--- config.mk ---
export PLATFORM = sky130hd
export DESIGN_NAME = bc4_crc_dev_flat
export DESIGN_NICKNAME = d
export VERILOG_FILES = /design/src/logic/bc4_crc_pkg.sv /design/src/logic/bc4_crc_if.sv /design/src/logic/bc4_crc_dev.sv /design/src/flat_wrapper.sv
export SDC_FILE = /design/constraint.sdc
export NUM_CORES = 1
export LEC_CHECK = 0
export ABC_AREA = 0
export BUFFER_PORTS_ARGS = -buffer_cell sky130_fd_sc_hd__buf_4
export CAP_MARGIN = 10
export CORE_ASPECT_RATIO = 1.75
export CORE_MARGIN = 8
export CORE_UTILIZATION = 52
export DETAILED_ROUTE_END_ITERATION = 12
export GPL_TIMING_DRIVEN = 0
export PLACE_DENSITY = 0.73
export RECOVER_POWER = 25
export REMOVE_ABC_BUFFERS = 1
export SYNTH_ARGS = -nofsm -noshare
export SYNTH_HDL_FRONTEND = slang
export SYNTH_SLANG_ARGS = --single-unit
export TNS_END_PERCENT = 5
--- constraint.sdc ---
create_clock -name i_ref_clk -period 5.8 [get_ports i_ref_clk]
set_input_delay 0.58 -clock i_ref_clk [delete_from_list [all_inputs] [get_ports i_ref_clk]]
set_output_delay 0.58 -clock i_ref_clk [all_outputs]
set_load 0.02 [all_outputs]
--- src/logic/bc4_crc_pkg.sv ---
// Purpose: shared constants for the burst-chop-4 write crc link
// Assumes: one beat of the data bus per clock, ten beats per burst
// Notes:   lane group = 8 data lanes plus one mask/inversion lane
//
// Behaviour
// - x8 tree has 36 real inputs, rest ones
// - a2 low: lanes carry beats 0-3, crc beat 8
// - mask lane drives ones in beats 8, 9
// - a2 low: mask bits 64-67 used or ones
// - a2 high: beats land in upper nibble positions
// - a2 high: mask bits 68-71 used or ones
// - x16 has two identical 36-input trees
// - x16 upper lanes from bit 72, crc 8-15
// - x16 a2 low: bits 136-139 from upper mask
// - x16 a2 high: upper lanes bits 76 to 135
// - x16 a2 high: bits 140-143 from upper mask
// - fixed chop only; a2 picks half sent
// - lower tree crc 0-7, upper crc 8-15
// - crc mismatch sets sticky error until cleared
package bc4_crc_pkg;
   localparam int LANES_PER_GROUP = 8;
   localparam int TREE_BITS       = 72;
   localparam int BURST_BEATS     = 10;
   localparam int CRC_BEAT        = 8;
   localparam int DATA_BEATS      = 4;
   localparam logic [7:0] CRC_POLY = 8'h07;
   localparam logic [7:0] CRC_INIT = 8'hff;

   // crc8 over a 72-bit vector, bit 0 first
   function automatic logic [7:0] crc8_72(input logic [TREE_BITS-1:0] d);
      logic [7:0] c;
      logic       fb;
      c = CRC_INIT;
      for (int i = 0; i < TREE_BITS; i++)
      begin
         fb = c[7] ^ d[i];
         c  = {c[6:0], 1'b0} ^ (fb ? CRC_POLY : 8'h00);
      end
      return c;
   endfunction
endpackage

--- src/logic/bc4_crc_if.sv ---
`timescale 1ns/1ps
// Purpose: link between controller and device for bc4 crc writes
// Assumes: groups = 1 for x8, 2 for x16
// Notes:   beat_valid marks each of the ten beats
interface bc4_crc_if #(parameter int GROUPS = 1);
   logic                  beat_valid;
   logic                  a2;
   logic [8*GROUPS-1:0]   dq;
   logic [GROUPS-1:0]     dm;
   modport ctrl (output beat_valid, output a2, output dq, output dm);
   modport dev  (input beat_valid, input a2, input dq, input dm);
endinterface // bc4_crc_if

--- src/logic/bc4_crc_dev.sv ---
`timescale 1ns/1ps
// Purpose: device end: rebuilds bc4 crc tree inputs and checks crc
// Assumes: beat_valid high for exactly ten consecutive beats
// Notes:   groups = 2 gives the x16 pair of identical trees
module bc4_crc_dev
   import bc4_crc_pkg::*;
#(
   parameter int GROUPS = 1
)(
   input  wire logic                      i_ref_clk,
   input  wire logic                      i_rst,
   input  wire logic                      i_mask_en,
   input  wire logic                      i_err_clear,
   output logic                           o_crc_err,
   output logic                           o_check_pulse,
   output logic [TREE_BITS*GROUPS-1:0]    o_tree,
   output logic [8*GROUPS-1:0]            o_crc_rx,
   bc4_crc_if.dev                         link
);
   import bc4_crc_pkg::*;

   ////////////////////////////////////////////////////////////////////
   // local widths, all derived from the group count
   localparam int DATA_BITS = 32*GROUPS;
   localparam int MASK_BITS = 4*GROUPS;
   localparam int CRC_BITS  = 8*GROUPS;
   localparam int TREE_ALL  = TREE_BITS*GROUPS;

   ////////////////////////////////////////////////////////////////////
   // beat sequencing
   logic [3:0]           beat_q;
   logic [3:0]           beat_d;
   logic                 first_beat;
   logic                 data_beat;
   logic                 crc_beat;
   logic                 last_beat;
   logic [1:0]           slot;

   ////////////////////////////////////////////////////////////////////
   // captured burst
   logic                 a2_q;
   logic                 a2_d;
   logic [DATA_BITS-1:0] data_q;
   logic [DATA_BITS-1:0] data_d;
   logic [MASK_BITS-1:0] mask_q;
   logic [MASK_BITS-1:0] mask_d;
   logic [CRC_BITS-1:0]  crc_rx_q;
   logic [CRC_BITS-1:0]  crc_rx_d;

   ////////////////////////////////////////////////////////////////////
   // tree image, check and status
   logic [TREE_ALL-1:0]  tree_w;
   logic [TREE_ALL-1:0]  tree_q;
   logic [TREE_ALL-1:0]  tree_d;
   logic [CRC_BITS-1:0]  crc_calc;
   logic                 mismatch;
   logic                 check_q;
   logic                 err_q;
   logic                 err_d;

   ////////////////////////////////////////////////////////////////////
   // places one lane's four beats in its tree byte; the unused half is one
   function automatic logic [7:0] place_nib(input logic hi, input logic [3:0] nib);
      logic [7:0] byte_v;
      byte_v = hi ? {nib, 4'hf} : {4'hf, nib};
      return byte_v;
   endfunction

   ////////////////////////////////////////////////////////////////////
   // beat decode: beats 0-3 data, beat 8 crc; beats 4-7 and 9 ignored
   assign first_beat = link.beat_valid & (beat_q == 4'h0);
   assign data_beat  = link.beat_valid & (beat_q < 4'(DATA_BEATS));
   assign crc_beat   = link.beat_valid & (beat_q == 4'(CRC_BEAT));
   assign last_beat  = link.beat_valid & (beat_q == 4'(BURST_BEATS - 1));
   assign slot       = beat_q[1:0];
   // a gap in beat_valid restarts the count, so a cut burst never checks
   assign beat_d     = (link.beat_valid & ~last_beat) ? beat_q + 4'h1 : 4'h0;

   // a2 is only looked at on the first beat: the chop setting is fixed
   assign a2_d       = first_beat ? link.a2 : a2_q;
   assign crc_rx_d   = crc_beat ? link.dq : crc_rx_q;

   ////////////////////////////////////////////////////////////////////
   // capture of data and mask beats, one bit at a time
   for (genvar g = 0; g < GROUPS; g++)
   begin : g_cap
      for (genvar b = 0; b < DATA_BEATS; b++)
      begin : g_beat
         logic take;
         assign take = data_beat & (slot == 2'(b));
         for (genvar n = 0; n < LANES_PER_GROUP; n++)
         begin : g_bit
            assign data_d[32*g + 4*n + b] = take ? link.dq[8*g + n]
                                                 : data_q[32*g + 4*n + b];
         end
         // the mask lane is kept raw; whether it counts is decided at assembly
         assign mask_d[4*g + b] = take ? link.dm[g] : mask_q[4*g + b];
      end
   end

   ////////////////////////////////////////////////////////////////////
   // tree assembly: 36 real bits per group, all others forced to one
   for (genvar g = 0; g < GROUPS; g++)
   begin : g_grp
      for (genvar n = 0; n < LANES_PER_GROUP + 1; n++)
      begin : g_lane
         logic [3:0] nib;
         // mask lane counts only when masking or inversion is on
         assign nib = (n == LANES_PER_GROUP)
                    ? (i_mask_en ? mask_q[4*g +: 4] : 4'hf)
                    : data_q[32*g + 4*n +: 4];
         assign tree_w[TREE_BITS*g + 8*n +: 8] = place_nib(a2_q, nib);
      end
      // each group owns an identical tree over its own 72 bits
      assign crc_calc[8*g +: 8] = crc8_72(tree_w[TREE_BITS*g +: TREE_BITS]);
   end
   // untouched tree positions come out of place_nib as ones

   ////////////////////////////////////////////////////////////////////
   // check on the last beat, when the crc beat is already held
   assign mismatch = last_beat & (crc_calc != crc_rx_q);
   assign tree_d   = last_beat ? tree_w : tree_q;
   // a new error wins over a clear in the same cycle
   assign err_d    = mismatch | (err_q & ~i_err_clear);

   ////////////////////////////////////////////////////////////////////
   // sequencing register
   always_ff @(posedge i_ref_clk)
   begin
      if (i_rst)
         beat_q <= 4'h0;
      else
         beat_q <= beat_d;
   end

   ////////////////////////////////////////////////////////////////////
   // capture registers
   always_ff @(posedge i_ref_clk)
   begin
      if (i_rst)
      begin
         a2_q     <= 1'b0;
         data_q   <= '0;
         mask_q   <= '0;
         crc_rx_q <= '0;
      end
      else
      begin
         a2_q     <= a2_d;
         data_q   <= data_d;
         mask_q   <= mask_d;
         crc_rx_q <= crc_rx_d;
      end
   end

   ////////////////////////////////////////////////////////////////////
   // status registers; the tree reads all ones until the first check
   always_ff @(posedge i_ref_clk)
   begin
      if (i_rst)
      begin
         err_q   <= 1'b0;
         check_q <= 1'b0;
         tree_q  <= '1;
      end
      else
      begin
         err_q   <= err_d;
         check_q <= last_beat;
         tree_q  <= tree_d;
      end
   end

   ////////////////////////////////////////////////////////////////////
   // outputs, all straight from flip-flops
   assign o_crc_err     = err_q;
   assign o_check_pulse = check_q;
   assign o_tree        = tree_q;
   assign o_crc_rx      = crc_rx_q;
endmodule // bc4_crc_dev

--- src/flat_wrapper.sv ---
// flat-port wrapper written by rule: the top's interface ports become plain ports
module bc4_crc_dev_flat import bc4_crc_pkg::*;
#(
   parameter int GROUPS = 1
)
  (i_ref_clk, i_rst, i_mask_en, i_err_clear, o_crc_err, o_check_pulse, o_tree, o_crc_rx, link_beat_valid, link_a2, link_dq, link_dm);
  bc4_crc_if #(.GROUPS(GROUPS)) link_i ();
  input  wire logic i_ref_clk;
  input  wire logic i_rst;
  input  wire logic i_mask_en;
  input  wire logic i_err_clear;
  output logic o_crc_err;
  output logic o_check_pulse;
  output logic [TREE_BITS*GROUPS-1:0] o_tree;
  output logic [8*GROUPS-1:0] o_crc_rx;
  input wire logic [$bits(link_i.beat_valid)-1:0] link_beat_valid;
  input wire logic [$bits(link_i.a2)-1:0] link_a2;
  input wire logic [$bits(link_i.dq)-1:0] link_dq;
  input wire logic [$bits(link_i.dm)-1:0] link_dm;
  assign link_i.beat_valid = link_beat_valid;
  assign link_i.a2 = link_a2;
  assign link_i.dq = link_dq;
  assign link_i.dm = link_dm;
  bc4_crc_dev #(.GROUPS(GROUPS)) u_core (.i_ref_clk(i_ref_clk), .i_rst(i_rst), .i_mask_en(i_mask_en), .i_err_clear(i_err_clear), .o_crc_err(o_crc_err), .o_check_pulse(o_check_pulse), .o_tree(o_tree), .o_crc_rx(o_crc_rx), .link(link_i));
endmodule
=== Word level (Yosys, flattened, before mapping) ===
Cells that the tools add are included.

* Equal/unequal tests: 6
* Reduce and logical (&&, ||, !) cells: 3
* Add/sub/neg operators: 1
* Bitwise gates (word level): 158
* Magnitude comparators: 1
* Multiplexer cells: 82

{| class="wikitable"
|+ Operators with widths
! cell !! count
|-
| 8-bit XOR || 71
|-
| 3-bit two-way mux || 72
|-
| 8-bit two-way mux || 9
|-
| 1-bit XOR || 71
|-
| 1-bit bitwise AND || 11
|-
| 4-bit == test, second input constant || 2
|-
| 8-bit != test || 1
|-
| 7-bit NOT || 1
|-
| 4-bit by 1-bit adder with 4-bit output, second input constant || 1
|-
| 2-bit == test, second input constant || 2
|-
| 4-bit logical NOT || 1
|-
| 4-bit by 3-bit less-than comparator with 1-bit output, second input constant || 1
|-
| 4-bit two-way mux || 1
|-
| 1-bit NOT || 3
|-
| 2-bit by 1-bit == test with 1-bit output, second input constant || 1
|-
| 2-bit logical NOT || 1
|-
| 2-bit OR reduction || 1
|-
| 1-bit bitwise OR || 1
|}

* Logic and storage cells: 265
* Register bits after elaboration: 123
* Bits of input ports: 15
* Output and inout port bits: 82

=== Logic depth before layout (Yosys ltp) ===
* Depth in word-level cells: 219
* Gate-level depth with buffers: 18
* Mapped depth without buffers: 15

=== Worst setup path before layout ===
Ideal clock, no wire load.

* Path kind: reg-to-reg
* Start point: reg u_core.data_q[2]
* End point: reg u_core.err_q (netlist: u_core.o_crc_err)
* Cell stages (with the launch flop): 17
* Clock period less this slack: 4.635 ns
* Data arrival time: 4.507 ns
* Setup time: 0.128 ns
* Required time: 5.672 ns
* Slack: 1.165 ns
* Buffers on the path: 1
* Cell sequence: dfxtp_1 buf_6 xnor3_2 xor2_2 a21oi_4 xnor2_2 xnor3_1 xnor3_1 xor3_1 xnor3_2 xnor3_2 xnor2_2 nand3_1 a2111oi_2 o211ai_1 a21oi_1 nor2_1

* Word-level cells in the longest chain between the ends: 98
* Elaborated cells between the ends (all ways): 204
* Those cells by class: eq/ne: 1; mux: 66; bitwise: 137

{| class="wikitable"
|+ Ends and longest elaborated chain
! item !! line !! source
|-
| start: declaration || bc4_crc_dev.sv:43 || <nowiki>logic [DATA_BITS-1:0] data_q;</nowiki>
|-
| start signal: assignment || bc4_crc_dev.sv:150 || <nowiki>data_q <= data_d;</nowiki>
|-
| 8-bit two-way mux (*) || bc4_crc_dev.sv:65 || <nowiki>byte_v = hi ? {nib, 4'hf} : {4'hf, nib};</nowiki>
|-
| 1-bit XOR || bc4_crc_pkg.sv:36 || <nowiki>fb = c[7] ^ d[i];</nowiki>
|-
| 3-bit two-way mux || bc4_crc_pkg.sv:37 || <nowiki>c = {c[6:0], 1'b0} ^ (fb ? CRC_POLY : 8'h00);</nowiki>
|-
| 8-bit XOR (4 in a row) || bc4_crc_pkg.sv:37 ||
|-
| 8-bit XOR (*) (2 in a row) || bc4_crc_pkg.sv:37 ||
|-
| 1-bit XOR or 8-bit XOR (tied branches) || bc4_crc_pkg.sv:36, bc4_crc_pkg.sv:37 ||
|-
| 3-bit two-way mux (tied with other cells) || bc4_crc_pkg.sv:37 ||
|-
| 8-bit XOR (*) (6 in a row) || bc4_crc_pkg.sv:37 ||
|-
| (+66 left out) || n/a ||
|-
| 3-bit two-way mux (tied with other cells) || bc4_crc_pkg.sv:37 ||
|-
| 8-bit XOR (*) (8 in a row) || bc4_crc_pkg.sv:37 ||
|-
| 1-bit XOR (tied with other cells) || bc4_crc_pkg.sv:36 ||
|-
| 3-bit two-way mux or 8-bit XOR (tied branches) || bc4_crc_pkg.sv:37 ||
|-
| 8-bit XOR (*) || bc4_crc_pkg.sv:37 ||
|-
| 8-bit != test (*) || bc4_crc_dev.sv:121 || <nowiki>assign mismatch = last_beat & (crc_calc != crc_rx_q);</nowiki>
|-
| 1-bit bitwise AND (*) || bc4_crc_dev.sv:121 ||
|-
| 1-bit bitwise OR (*) || bc4_crc_dev.sv:124 || <nowiki>assign err_d = mismatch | (err_q & ~i_err_clear);</nowiki>
|-
| end signal: assignment || bc4_crc_dev.sv:168 || <nowiki>err_q <= err_d;</nowiki>
|-
| end: declaration || bc4_crc_dev.sv:58 || <nowiki>logic err_q;</nowiki>
|}

Every way passes the cells marked *; elsewhere a longest branch is shown, timed or not.
A chain may end at the register's enable or synchronous reset.

=== Worst setup path after layout ===
* Start point: reg u_core.a2_q
* End point: reg u_core.err_q (netlist: u_core.o_crc_err)

* Word-level cells in the longest chain between the ends: 99
* Elaborated cells between the ends (all ways): 227
* Those cells by class: eq/ne: 1; mux: 81; bitwise: 145

{| class="wikitable"
|+ Ends and longest elaborated chain
! item !! line !! source
|-
| start: declaration || bc4_crc_dev.sv:41 || <nowiki>logic a2_q;</nowiki>
|-
| start signal: assignment || bc4_crc_dev.sv:142 || <nowiki>a2_q <= 1'b0;</nowiki>
|-
| start signal: assignment || bc4_crc_dev.sv:149 || <nowiki>a2_q <= a2_d;</nowiki>
|-
| 8-bit two-way mux || bc4_crc_dev.sv:65 ||
|-
| 1-bit XOR or 3-bit two-way mux (tied branches) || bc4_crc_pkg.sv:36, bc4_crc_pkg.sv:37 ||
|-
| 3-bit two-way mux or 7-bit NOT (tied branches) || n/a ||
|-
| 8-bit XOR (5 in a row) || bc4_crc_pkg.sv:37 ||
|-
| 8-bit XOR or 1-bit XOR (tied branches) || bc4_crc_pkg.sv:37, bc4_crc_pkg.sv:36 ||
|-
| 1-bit XOR (tied with other cells) || bc4_crc_pkg.sv:36 ||
|-
| 3-bit two-way mux (tied with other cells) || bc4_crc_pkg.sv:37 ||
|-
| 8-bit XOR (tied with other cells) || bc4_crc_pkg.sv:37 ||
|-
| (+76 left out) || n/a ||
|-
| 8-bit XOR or 1-bit XOR (tied branches) || bc4_crc_pkg.sv:37, bc4_crc_pkg.sv:36 ||
|-
| 8-bit XOR (tied with other cells) (4 in a row) || bc4_crc_pkg.sv:37 ||
|-
| 1-bit XOR (tied with other cells) || bc4_crc_pkg.sv:36 ||
|-
| 3-bit two-way mux or 8-bit XOR (tied branches) || bc4_crc_pkg.sv:37 ||
|-
| 8-bit XOR (*) || bc4_crc_pkg.sv:37 ||
|-
| 8-bit != test (*) || bc4_crc_dev.sv:121 ||
|-
| 1-bit bitwise AND (*) || bc4_crc_dev.sv:121 ||
|-
| 1-bit bitwise OR (*) || bc4_crc_dev.sv:124 ||
|}

Marked as above.

==> summary.md <==
| Metric | Value |
|---|---|
| Min-Delay Path Class | `input pin to flop` |
| Clk sink count | `123` |
| Final #Nets | `just over 900` |
| Slew Viols, Final | `0` |
| CTS Hold Bufs | `0` |
| Vias | `5936` |
| Average wire per standard cell | `17.8 µm` |
| Vias/cell | `5.39` |
| Initial Util | `53.1%` |
| CP max stage delay | `~0.57 ns` |
| Worst Path Buf+Inv | `2` |
| Ant. Diodes | `0` |
| Req. time, crit path | `~6 ns` |
| Setup TNS Final | `0 ns` |
| EDFF count, synth | `0` |
| Synth Warn # | `0` |
| Max-cap viol count | `0` |
| Gate Count Post-Synth | `859` |
| PortBufs | `96` |
| Critical path's top delay family | `XOR/XNOR gates` |
| First-pass GRT wire length | `~30000 µm` |
| Max Clock Skew | `0.00692 ns` |
| CTS Buffer Depth | `2` |
| Hold slack | `approximately 0.4 ns` |
| Outcome | `completed` |
| Fraction of registers with async set/reset | `0%` |
| Area grow syn2layout | `15.2%` |
| Remaining DRCs | `0` |
| Hold path depth | `3` |
| FMAX | `186 MHz` |
| Floorplan row count | `between 50 and 60` |
| Worst-Margin Slew | `about 1.1 ns` |
| Final setup viols | `0` |
| Placer's final routability congestion estimate | `between 0.8 and 0.9` |
| Clk_lat worst skew | `0.42 ns` |
| Core box area | `approximately 14000 µm²` |
| WP data arrival | `5.65 ns` |
| RSZ-0062 raised after global routing | `false` |
| ANT nets after route | `0` |
| Seq/Total Area, Yosys | `32.3%` |
| CTS HTree Levels | `4` |
| TritonCTS clock tree | `done` |
| Most common cell after layout, fill and taps aside | `dfxtp_1` |
| Die Y | `176 µm` |
| Critical Path End Type | `flop` |
| Core Util, Final | `61.2%` |
| Mapped Area | `around 7600 µm²` |
| Fin crit period | `5.38 ns` |
| GRT Total Usage | `20.7%` |
| CP Depth | `15` |
| Initial drt markers | `359` |
| IO Pins | `97` |
| Cells along the critical path | `clkinvlp_4 > buf_16 > mux2i_1 > xor2_2 > xor2_2 > xnor3_1 > xor3_1 > xnor2_1 > xnor3_1 > xnor2_1 > nand3_1 > a2111oi_2 > o211ai_1 > a21oi_1 > nor2_1` |
| Layout cell share with drive strength beyond 1 | `10.9%` |
| Largest net degree at the start of global routing | `121` |
| R2r worst-path depth | `15` |
| CP Launch Type | `flop` |
| Die X | `108 µm` |
| Die ar. | `19000 µm²` |
| Synth Register Bits | `123` |
| Final Hold Viols | `0` |
| Routed wire length | `19600 µm` |
| Post-detail-place hpwl | `about 14000 µm` |
| Vias in the first global route | `5844` |
| Flop-to-flop setup slack | `0.42 ns` |
| Clock transition at the registers of the reported paths | `roughly 0.060 ns` |
| Met2 GRT Util | `38.8%` |
| Worst slew margin | `26.8%` |
| Busiest grt layer | `met2` |
| CTS root buf | `clkbuf_16` |
| Netlist cell types | `49` |
| Slowest-stage cell, CP | `dfxtp_4` |
| Crit Path Category | `flop to flop` |
| CP Max Fanout | `27` |
| Met1 GRT Util | `21.2%` |
| DRT Pass-1 Iters | `4` |
| Fillers | `1304` |
| Initial antenna violation count | `0` |
| GR Util met3 | `roughly 3.7%` |
| Final period utilization | `92.7%` |
| Post-synth top flop | `dfxtp_1` |
| Num CTS Buffers | `17` |
| Total grt overflow | `0` |
| Avg Cell Area, Syn | `8.88 µm²` |
| Most frequent cells in the layout | `122 x dfxtp_1, 116 x nand2_1, 96 x nor2_1` |
==> synthesized netlist by cell type, types with 2 or more instances <==
master    instances  area [µm²]
xnor3_2           3        71.3
xor2_2            3        48.8
clkbuf_1         50         188
o21ai_0           9        45.0
nor2b_1           9        56.3
xor3_1            8         190
ha_1              4        50.1
xnor2_1          92         806
a211o_1           5        43.8
nand3_1          10        50.1
nand2_1         116         435
o21bai_1         65         488
xor2_1           38         333
and3_1            2        12.5
xnor2_2           3        48.8
buf_2             9        45.0
xnor3_1          36         811
nand3b_1          2        15.0
mux2i_1          17         170
nor2_1           96         360
nor3_1           65         325
buf_1             8        30.0
inv_1             4        15.0
o21ai_1           2        10.0
dfxtp_1         123        2460
and2_1            5        31.3
a21oi_1          52         260
or2_2             2        12.5
==> cell families (layout without fill, tap and decap cells) <==
kind of cell / count (synthesis) / in the layout / share of synthesized area, %
adder cells (fa/ha/maj): 4 / 4 / 0.656
buffers and inverters: 74 / 136 / 3.93
XOR/XNOR: 185 / 185 / 30.9
AND/OR/NAND/NOR: 312 / 312 / 17.5
multiplexers: 18 / 18 / 2.38
AO/OA/AOI/OAI: 143 / 143 / 12.3
flip-flops: 123 / 123 / 32.3
==> sequential cells by signal, summed over array words and instances (netlist names) <==
name,cells
u_core.o_check_pulse,1
u_core.o_tree,72
u_core.o_crc_err,1
u_core.o_crc_rx,8
u_core.beat_q,4
u_core.a2_q,1
u_core.mask_q,4
u_core.data_q,32
==> through the flow <==
stage,setup WS (ns),instance area (µm²),cells
floorplan,-1.63,7350,790
global placement,-3.73,8300,1066
detailed placement,0.186,8390,1069
global route,0.0846,8790,1101
finish,0.425,8790,1101
CTS,0.152,8980,1101
==> path summary, 6_finish.rpt <==
check                     from           endpoint
max                u_core.a2_q   u_core.o_crc_err
min                    link_a2        u_core.a2_q
max reg2reg        u_core.a2_q   u_core.o_crc_err
min reg2reg  u_core.o_tree[58]  u_core.o_tree[58]
==> worst reg2reg max path: cells and delay by family, from the launching register on <==
| family | cells | cell delay (ns) |
|---|---|---|
| buffers and inverters | 2 | 0.79 |
| and+or+nand+nor | 2 | 0.17 |
| AOI/OAI and AO/OA | 3 | 0.65 |
| DFF | 1 | 0.57 |
| xor gates and xnor gates | 7 | 2.70 |
| muxes | 1 | 0.34 |
==> timing repair <==
| action | CTS | global route |
|---|---|---|
| buffers inserted | 0 | 0 |
| resized for setup | 0 | 1 |
| setup endpoints to repair | 0 | 1 |
==> final cells by class <==
cell class	instances	area, µm²	area share, %
Timing Repair Buffer	99	604	6.87
Multi-Input combinational cell	662	4880	55.5
Clock inverter	12	134	1.52
Tap cell	180	225	2.56
Inverter	5	22.5	0.256
Clock buffer	20	458	5.21
Sequential cell	123	2470	28.0
==> metal layers <==
metal,part of all wire (%),up-vias,wire (µm)
li1,-,2957,-
met1,38,2792,7360
met2,55,149,10800
met3,4.2,38,813
met4,3.1,0,607
met5,0,-,0
Power is not shown: default switching activity piles up to over one toggle a cycle in this logic, so the estimate is an artifact.
